### src/rtl/cbf_pkg.sv
// Constants shared by the proximity reader frame layer
package cbf_pkg;
	// ----------------------------------------
	// Timing
	// ----------------------------------------
	localparam int CLK_PERIOD_NS = 5;
	localparam int ETU_NS = 9440;
	localparam int ETU_CYC = (ETU_NS + CLK_PERIOD_NS - 1) / CLK_PERIOD_NS;
	localparam int HALF_ETU_CYC = ETU_CYC / 2;
	localparam int SUBC_PERIOD_NS = 1180;
	localparam int SILENCE_SUBC = 128;
	localparam int SILENCE_NS = SILENCE_SUBC * SUBC_PERIOD_NS;
	// Longest quiet time the tag is sure to keep, so round down
	localparam int SILENCE_CYC = SILENCE_NS / CLK_PERIOD_NS;
	localparam int TURN_ETU = 10;
	localparam int TURN_CYC = TURN_ETU * ETU_CYC;
	localparam int TIMEOUT_CYC = 200000;
	localparam int CARRIER_HALF_CYC = 7;
	// ----------------------------------------
	// Frame shape, counted in time units
	// ----------------------------------------
	localparam logic [3:0] SOF_LOW_ETU = 4'h000a;
	localparam logic [3:0] SOF_HIGH_ETU = 4'h0002;
	localparam logic [3:0] SOF_HIGH_MAX_ETU = 4'h0003;
	localparam logic [3:0] EOF_LOW_ETU = 4'h000a;
	localparam logic [3:0] CHAR_BITS = 4'h000a;
	localparam logic START_BIT = 1'h0;
	localparam logic STOP_BIT = 1'h1;
	// ----------------------------------------
	// Frame check and transmit FIFO
	// ----------------------------------------
	localparam logic [15:0] CRC_PRESET = 16'hffff;
	localparam logic [15:0] CRC_POLY_REFL = 16'h8408;
	localparam logic [15:0] CRC_RESIDUE = 16'hf0b8;
	localparam int FIFO_DEPTH = 4;
	localparam int FIFO_WIDTH = 9;
endpackage

### src/rtl/cbf_reader.sv
// Reader side frame layer of a 106 kbit/s proximity link, with its transmit FIFO
`timescale 1ns/100ps

module cbf_fifo #(
	parameter int WIDTH = 9,
	parameter int DEPTH = 4
) (
	input wire logic clock,
	input wire logic rst,
	input wire logic in_valid,
	output logic in_ready,
	input wire logic [WIDTH-1:0] in_data,
	output logic out_valid,
	input wire logic out_ready,
	output logic [WIDTH-1:0] out_data
);
	localparam int AW = $clog2(DEPTH);
	logic [WIDTH-1:0] mem [DEPTH];
	logic [AW-1:0] wr_ptr, rd_ptr, next_wr_ptr, next_rd_ptr;
	logic [AW:0] count, next_count;
	logic push, pop;

	always_comb begin
		in_ready = (count != (AW+1)'(DEPTH));
		out_valid = (count != '0);
		out_data = mem[rd_ptr];
		push = in_valid && in_ready;
		pop = out_valid && out_ready;
		next_wr_ptr = push ? ((wr_ptr == AW'(DEPTH-1)) ? '0 : wr_ptr + AW'(1)) : wr_ptr;
		next_rd_ptr = pop ? ((rd_ptr == AW'(DEPTH-1)) ? '0 : rd_ptr + AW'(1)) : rd_ptr;
		next_count = count + (AW+1)'(push) - (AW+1)'(pop);
	end

	always_ff @(posedge clock) begin
		if (rst) begin
			wr_ptr <= '0;
			rd_ptr <= '0;
			count <= '0;
		end else begin
			wr_ptr <= next_wr_ptr;
			rd_ptr <= next_rd_ptr;
			count <= next_count;
		end
		if (push) begin
			mem[wr_ptr] <= in_data;
		end
	end
endmodule

module cbf_reader #(
	parameter int ETU_CYC = cbf_pkg::ETU_CYC,
	parameter int SILENCE_CYC = cbf_pkg::SILENCE_CYC,
	parameter int TURN_CYC = cbf_pkg::TURN_CYC,
	parameter int TIMEOUT_CYC = cbf_pkg::TIMEOUT_CYC,
	parameter int CARRIER_HALF_CYC = cbf_pkg::CARRIER_HALF_CYC
) (
	input wire logic clock,
	input wire logic rst,
	input wire logic tx_valid,
	output logic tx_ready,
	input wire logic [7:0] tx_data,
	input wire logic tx_last,
	output logic rx_valid,
	output logic [7:0] rx_data,
	output logic rx_end,
	output logic rx_crc_ok,
	output logic busy,
	output logic carrier_out,
	output logic tx_mod,
	input wire logic rx_line
);
	// ----------------------------------------
	// Types and helpers
	// ----------------------------------------
	typedef enum logic [3:0] {
		CBF_IDLE = 4'h0000, CBF_SOFL = 4'h0001, CBF_SOFH = 4'h0003,
		CBF_LOAD = 4'h0002, CBF_TXCH = 4'h0006, CBF_EOFL = 4'h0007,
		CBF_QUIET = 4'h0005, CBF_HUNT = 4'h0004, CBF_RSOFL = 4'h000c,
		CBF_RSOFH = 4'h000d, CBF_RCHAR = 4'h000f, CBF_RGAP = 4'h000e,
		CBF_TURN = 4'h000a
	} cbf_state_t;

	function automatic logic [15:0] crc_step(input logic [15:0] crc, input logic [7:0] data);
		logic [15:0] c;
		c = crc;
		for (int i = 0; i < 8; i++) begin
			c = (c[0] ^ data[i]) ? ((c >> 1) ^ cbf_pkg::CRC_POLY_REFL) : (c >> 1);
		end
		return c;
	endfunction

	// ----------------------------------------
	// Transmit FIFO
	// ----------------------------------------
	logic f_valid, f_ready;
	logic [8:0] f_data;

	cbf_fifo #(
		.WIDTH(cbf_pkg::FIFO_WIDTH),
		.DEPTH(cbf_pkg::FIFO_DEPTH)
	) u_fifo (
		.clock(clock),
		.rst(rst),
		.in_valid(tx_valid),
		.in_ready(tx_ready),
		.in_data({tx_last, tx_data}),
		.out_valid(f_valid),
		.out_ready(f_ready),
		.out_data(f_data)
	);

	// ----------------------------------------
	// Carrier divider and line synchroniser
	// ----------------------------------------
	logic [7:0] div_cnt, next_div_cnt;
	logic next_carrier;
	logic rx_meta, rx_sync, rx_prev;

	always_comb begin
		next_div_cnt = div_cnt + 8'h0001;
		next_carrier = carrier_out;
		if (div_cnt == 8'(CARRIER_HALF_CYC - 1)) begin
			next_div_cnt = '0;
			next_carrier = !carrier_out;
		end
	end

	always_ff @(posedge clock) begin
		if (rst) begin
			div_cnt <= '0;
			carrier_out <= 1'b0;
			rx_meta <= 1'b1;
			rx_sync <= 1'b1;
			rx_prev <= 1'b1;
		end else begin
			div_cnt <= next_div_cnt;
			carrier_out <= next_carrier;
			rx_meta <= rx_line;
			rx_sync <= rx_meta;
			rx_prev <= rx_sync;
		end
	end

	// ----------------------------------------
	// Frame engine
	// ----------------------------------------
	cbf_state_t state, next_state;
	logic [15:0] etu_cnt, next_etu_cnt;
	logic [3:0] units, next_units;
	logic [23:0] wait_cnt, next_wait_cnt;
	logic [9:0] shift, next_shift;
	logic [15:0] crc, next_crc;
	logic [1:0] sel, next_sel;
	logic [1:0] nbytes, next_nbytes;
	logic last, next_last;
	logic next_tx_mod, next_rx_valid, next_rx_end, next_rx_crc_ok;
	logic [7:0] next_rx_data;
	logic etu_done, mid_bit, fall, rise;

	always_comb begin
		etu_done = (etu_cnt == 16'(ETU_CYC - 1));
		mid_bit = (etu_cnt == 16'(ETU_CYC / 2));
		fall = rx_prev && !rx_sync;
		rise = !rx_prev && rx_sync;
		busy = (state != CBF_IDLE);
		f_ready = (state == CBF_LOAD) && (sel == 2'h0);
		next_state = state;
		next_etu_cnt = etu_done ? '0 : etu_cnt + 16'h0001;
		next_units = units;
		next_wait_cnt = wait_cnt + 24'h0001;
		next_shift = shift;
		next_crc = crc;
		next_sel = sel;
		next_nbytes = nbytes;
		next_last = last;
		next_tx_mod = tx_mod;
		next_rx_valid = 1'b0;
		next_rx_data = rx_data;
		next_rx_end = 1'b0;
		next_rx_crc_ok = rx_crc_ok;
		if (etu_done) begin
			next_units = units + 4'h0001;
		end
		unique case (state)
			CBF_IDLE: begin
				next_tx_mod = 1'b1;
				if (f_valid) begin
					next_state = CBF_SOFL;
					next_etu_cnt = '0;
					next_units = '0;
					next_crc = cbf_pkg::CRC_PRESET;
					next_sel = 2'h0;
					next_tx_mod = 1'b0;
				end
			end
			CBF_SOFL: begin
				if (etu_done && units == cbf_pkg::SOF_LOW_ETU - 4'h0001) begin
					next_state = CBF_SOFH;
					next_units = '0;
					next_tx_mod = 1'b1;
				end
			end
			CBF_SOFH: begin
				if (etu_done && units == cbf_pkg::SOF_HIGH_ETU - 4'h0001) begin
					next_state = CBF_LOAD;
				end
			end
			CBF_LOAD: begin
				// Line idles high while the FIFO runs dry, as extra guard time
				next_tx_mod = 1'b1;
				next_etu_cnt = '0;
				next_units = '0;
				if (sel == 2'h0 && f_valid) begin
					next_shift = {cbf_pkg::STOP_BIT, f_data[7:0], cbf_pkg::START_BIT};
					next_crc = crc_step(crc, f_data[7:0]);
					next_last = f_data[8];
					next_state = CBF_TXCH;
				end else if (sel == 2'h1) begin
					next_shift = {cbf_pkg::STOP_BIT, ~crc[7:0], cbf_pkg::START_BIT};
					next_state = CBF_TXCH;
				end else if (sel == 2'h2) begin
					next_shift = {cbf_pkg::STOP_BIT, ~crc[15:8], cbf_pkg::START_BIT};
					next_state = CBF_TXCH;
				end
			end
			CBF_TXCH: begin
				next_tx_mod = shift[0];
				if (etu_done) begin
					next_shift = {1'b1, shift[9:1]};
					if (units == cbf_pkg::CHAR_BITS - 4'h0001) begin
						next_state = CBF_LOAD;
						next_tx_mod = 1'b1;
						if (sel == 2'h2) begin
							next_state = CBF_EOFL;
							next_tx_mod = 1'b0;
							next_etu_cnt = '0;
							next_units = '0;
						end else if (sel == 2'h1 || last) begin
							next_sel = sel + 2'h1;
						end
					end
				end
			end
			CBF_EOFL: begin
				next_tx_mod = 1'b0;
				if (etu_done && units == cbf_pkg::EOF_LOW_ETU - 4'h0001) begin
					next_tx_mod = 1'b1;
					next_state = CBF_QUIET;
					next_wait_cnt = '0;
				end
			end
			CBF_QUIET: begin
				// Tag is silent then sends plain subcarrier; nothing to decode yet
				if (wait_cnt == 24'(SILENCE_CYC - 1)) begin
					next_state = CBF_HUNT;
					next_wait_cnt = '0;
				end
			end
			CBF_HUNT, CBF_RGAP: begin
				next_etu_cnt = '0;
				next_units = '0;
				if (fall) begin
					next_state = (state == CBF_HUNT) ? CBF_RSOFL : CBF_RCHAR;
					next_wait_cnt = '0;
					next_crc = (state == CBF_HUNT) ? cbf_pkg::CRC_PRESET : crc;
					next_nbytes = (state == CBF_HUNT) ? 2'h0 : nbytes;
				end else if (wait_cnt == 24'(TIMEOUT_CYC - 1)) begin
					next_state = CBF_TURN;
					next_wait_cnt = '0;
					next_rx_end = 1'b1;
					next_rx_crc_ok = 1'b0;
				end
			end
			CBF_RSOFL: begin
				if (rise) begin
					// Accept 9 to 11 units low around the nominal 10
					next_state = (units >= cbf_pkg::SOF_LOW_ETU - 4'h0001
						&& units <= cbf_pkg::SOF_LOW_ETU) ? CBF_RSOFH : CBF_HUNT;
					next_etu_cnt = '0;
					next_units = '0;
				end
			end
			CBF_RSOFH: begin
				if (fall) begin
					next_state = (units >= cbf_pkg::SOF_HIGH_ETU - 4'h0001
						&& units <= cbf_pkg::SOF_HIGH_MAX_ETU) ? CBF_RCHAR : CBF_HUNT;
					next_etu_cnt = '0;
					next_units = '0;
				end
			end
			CBF_RCHAR: begin
				if (mid_bit) begin
					next_shift = {rx_sync, shift[9:1]};
					if (units == cbf_pkg::CHAR_BITS - 4'h0001) begin
						next_wait_cnt = '0;
						if (next_shift == '0) begin
							// A character-long low with no stop bit is the closing mark
							next_state = CBF_TURN;
							next_rx_end = 1'b1;
							next_rx_crc_ok = (crc == cbf_pkg::CRC_RESIDUE)
								&& (nbytes == 2'h2);
						end else if (next_shift[0] == cbf_pkg::START_BIT
							&& next_shift[9] == cbf_pkg::STOP_BIT) begin
							next_state = CBF_RGAP;
							next_rx_valid = 1'b1;
							next_rx_data = next_shift[8:1];
							next_crc = crc_step(crc, next_shift[8:1]);
							next_nbytes = (nbytes == 2'h2) ? nbytes : nbytes + 2'h1;
						end else begin
							next_state = CBF_TURN;
							next_rx_end = 1'b1;
							next_rx_crc_ok = 1'b0;
						end
					end
				end
			end
			CBF_TURN: begin
				if (wait_cnt == 24'(TURN_CYC - 1)) begin
					next_state = CBF_IDLE;
				end
			end
			default: begin
				next_state = CBF_IDLE;
			end
		endcase
	end

	always_ff @(posedge clock) begin
		if (rst) begin
			state <= CBF_IDLE;
			etu_cnt <= '0;
			units <= '0;
			wait_cnt <= '0;
			shift <= '1;
			crc <= cbf_pkg::CRC_PRESET;
			sel <= '0;
			nbytes <= '0;
			last <= 1'b0;
			tx_mod <= 1'b1;
			rx_valid <= 1'b0;
			rx_data <= '0;
			rx_end <= 1'b0;
			rx_crc_ok <= 1'b0;
		end else begin
			state <= next_state;
			etu_cnt <= next_etu_cnt;
			units <= next_units;
			wait_cnt <= next_wait_cnt;
			shift <= next_shift;
			crc <= next_crc;
			sel <= next_sel;
			nbytes <= next_nbytes;
			last <= next_last;
			tx_mod <= next_tx_mod;
			rx_valid <= next_rx_valid;
			rx_data <= next_rx_data;
			rx_end <= next_rx_end;
			rx_crc_ok <= next_rx_crc_ok;
		end
	end
endmodule

### config.mk
export PLATFORM = sky130hd
export DESIGN_NAME = cbf_reader
export DESIGN_NICKNAME = d
export VERILOG_FILES = /design/src/rtl/cbf_pkg.sv /design/src/rtl/cbf_reader.sv
export SDC_FILE = /design/constraint.sdc
export NUM_CORES = 1
export LEC_CHECK = 0
export BUFFER_PORTS_ARGS = -buffer_cell sky130_fd_sc_hd__buf_2
export CAP_MARGIN = 25
export CORE_MARGIN = 2
export CORE_UTILIZATION = 45
export CTS_BUF_LIST = sky130_fd_sc_hd__clkbuf_2
export DETAILED_ROUTE_END_ITERATION = 8
export RECOVER_POWER = 50
export SYNTH_ARGS = -nofsm -noshare
export SYNTH_HDL_FRONTEND = slang
export SYNTH_SLANG_ARGS = --single-unit
export TNS_END_PERCENT = 100
### constraint.sdc
create_clock -name clock -period 8.1 [get_ports clock]
set_clock_uncertainty 0.2 [all_clocks]
set_input_delay 1.62 -clock clock [delete_from_list [all_inputs] [get_ports clock]]
set_output_delay 1.62 -clock clock [all_outputs]
set_load 0.01 [all_outputs]
==> results.cfg <==
[detailed_routing]
drc = 0
drt_first_pass_iters = 5
drt_first_iter_violations = 510
wl_per_cell_um = 15.81
ant_nets = 0
drt-total-wl_mm = 16.41
vias_per_cell = 5.483
vias = 5691

[floorplan]
fp.dieArea_um2 = 17950
start_util_pct = 46.00
core_um2 = 16520
rows = 47
die_w_um = 134.0
ios = 28
fp.dieH_um = 134.0

[worst_setup_path]
start_kind = input port
crit_arrival_ns = 4.48
path_class = input port to flop
crit_required_ns = 8.52
endpoint_kind = flop
reg2reg_slack_ns = 4.58
critPathMaxFanout = 65

[clock_tree]
cts_resized = 0
cts_tree = done
numCtsBuffers = 17
clock-root-buffer = clkbuf_2
insertion_delay_ns = 0.74
cts_hold_buf = 0
post-cts-setup-buffer-count = 0
cts.sinks = 148
cts_buffer_depth = 2
htreeDepth = 4
cts.clk_slew.worst_paths_ns = 0.22

[placed_design]
portBuffers = 27
dp_hpwl_mm = 11.57
gp_congestion = 0.8912
place_area_um2 = 7826
place_ws_ns = 4.745

[finish]
fin_area_um2 = 8050
final_layout_size_suffix_gt1_share_pct = 12.13
fin_util_pct = 48.72
layout_common_cells = 118 x nor2_1, 112 x dfxtp_1, 51 x nand2_1
fin_nets = 837
syn2layout_area_growth_pct = 5.909
mostFrequentLayoutCell = nor2_1

[power]
p_clk_share_pct = 19.3
power.density_nw_per_um2 = 269.6
p_comb_share_pct = 36.7
ir_drop_mv = 0.1576
seqPwrFrac_pct = 44.0
p_sw_share_pct = 40.60
p_int_mw = 1.289
p_leak_nw = 2.765
p_switching_mw = 0.8812

[yosys]
seq_area_frac_synth_pct = 43.72
synthTopCellsByArea = dfxtp_1 29%, edfxtp_1 14%, nor2_1 5.8%
synth_edf_count = 36
synth_nets = 826
ys_types = 84
yosysWarnings = 0
synth_cells = 792
post_synth.cell_area_avg_um2 = 9.597
yosysTopAreaCell = dfxtp_1
yosysTopAreaCellShare_pct = 29.50
async_flop_share_pct = 0
synth_flop_cell = dfxtp_1
yosys_register_bits = 148
synth_area_um2 = 7601

[sta]
tightest_slew_ns = 2.884
setup_ws_ns = 4.039
slew_headroom_pct = -92.25
timing.final.crit_share_pct = 50.13
finalSetupViolCount = 0
hold_viol_final = 0
slew_violations = 66
rsz0062_at_grt = false
setup-tns-final_ns = 0
post-route-min-period_ns = 4.061
fmax_mhz = 246.3

[hold_path]
min_path_type = flop to flop

[global_routing]
grt_antenna_before_repair = 1
grt_overflow = 0
grt_pass1_vias = 5408
grt_pass1_wl_mm = 27.39
grt_usage_pct = 19.23
grt_max_degree = 66

[job]
cap_violations = 1

[outcome]
violations = capacitance limit, slew limit
status = complete, but fails checks
==> routing by layer <==
metal  track usage (%)  share of wire, %  wire (µm)
met5                 0                 0          0
met4             5.024              0.88        144
met3             4.686               3.7        611
met2             31.05                48       7849
met1             25.92                48       7805
==> power by group through the flow <==
stage | combinational, mW | clock [mW] | sequential [mW]
after detailed placement | 0.793 | 0 | 0.968
after CTS | 0.797 | 0.434 | 0.952
final | 0.796 | 0.420 | 0.954
after floorplan | 0.692 | 0 | 0.904
after global placement | 0.784 | 0 | 0.963
after global routing | 0.880 | 0.474 | 0.969
==> final cells by class <==
class,count,area [µm²]
timing repair buffer,30,141.4
tap,220,275.3
multi-input combinational,580,3973
antenna,2,5.005
inverter,26,97.59
clock inverter,14,145.1
fill,1559,8474
clock buffer,18,90.09
sequential,148,3323
==> registers in the layout, summed over array words and instances, names as in the netlist, 3 cells and up, named ones only <==
signal / cells
etu_cnt: 16
crc: 16
state: 4
u_fifo.count: 3
div_cnt: 8
wait_cnt: 24
shift: 10
units: 4
u_fifo.mem: 36
rx_data: 8
==> through the flow <==
step,hold slack (ns),total power [mW],std cells
floorplan,0.1895,1.597,792
global placement,0.1954,1.747,1003
detailed placement,0.1965,1.761,1004
CTS,0.2433,2.183,1036
global route,0.2649,2.323,1038
finish,0.2386,2.170,1038
==> cells by family (layout without fill, tap and decap cells) <==
kind of cell | Yosys count | after routing | share of synthesized area (%)
AOI/OAI and AO/OA | 140 | 140 | 12.49
xor gates and xnor gates | 84 | 84 | 10.07
and+or+nand+nor | 307 | 307 | 20.87
muxes | 28 | 28 | 5.267
other | 0 | 2 | 0
buffers and inverters | 64 | 88 | 4.016
DFF | 148 | 148 | 43.72
adders and majority gates | 21 | 21 | 3.556
==> worst paths after layout <==
| path | start | end | cells past startpoint |
|---|---|---|---|
| worst max-delay path | rst | wait_cnt[11]$_SDFF_PP0_ | 4 |
| worst min-delay path | rx_meta$_SDFF_PP1_ | rx_sync$_SDFF_PP1_ | 1 |
| worst max register to register | state[3]$_SDFFE_PP0P_ | u_fifo.count[2]$_SDFF_PP0_ | 10 |
| worst min register to register | rx_meta$_SDFF_PP1_ | rx_sync$_SDFF_PP1_ | 1 |
==> synth_stat cells (6+ instances only) <==
| master | number |
|---|---|
| nand3_1 | 22 |
| xnor2_1 | 46 |
| a211oi_1 | 12 |
| dfxtp_1 | 112 |
| nor2b_1 | 8 |
| ha_1 | 20 |
| nor4_1 | 8 |
| mux2_2 | 6 |
| edfxtp_1 | 36 |
| mux2i_1 | 13 |
| nand2_1 | 51 |
| nor3_1 | 12 |
| nor2_1 | 118 |
| nand4_1 | 10 |
| inv_1 | 26 |
| xor2_1 | 34 |
| a211o_1 | 14 |
| nand2b_1 | 14 |
| o21ai_0 | 20 |
| buf_2 | 6 |
| or3_1 | 6 |
| clkbuf_1 | 20 |
| o22ai_1 | 10 |
| and3_1 | 12 |
| mux4_2 | 9 |
| a21oi_1 | 41 |
==> worst max-delay path, stage by stage <==
cell and delay (ns):
buf_2 0.08, clkbuf_1 2.02, a41o_2 0.64, nor2_1 0.10
Note: power is estimated with default switching activity, not from simulation.
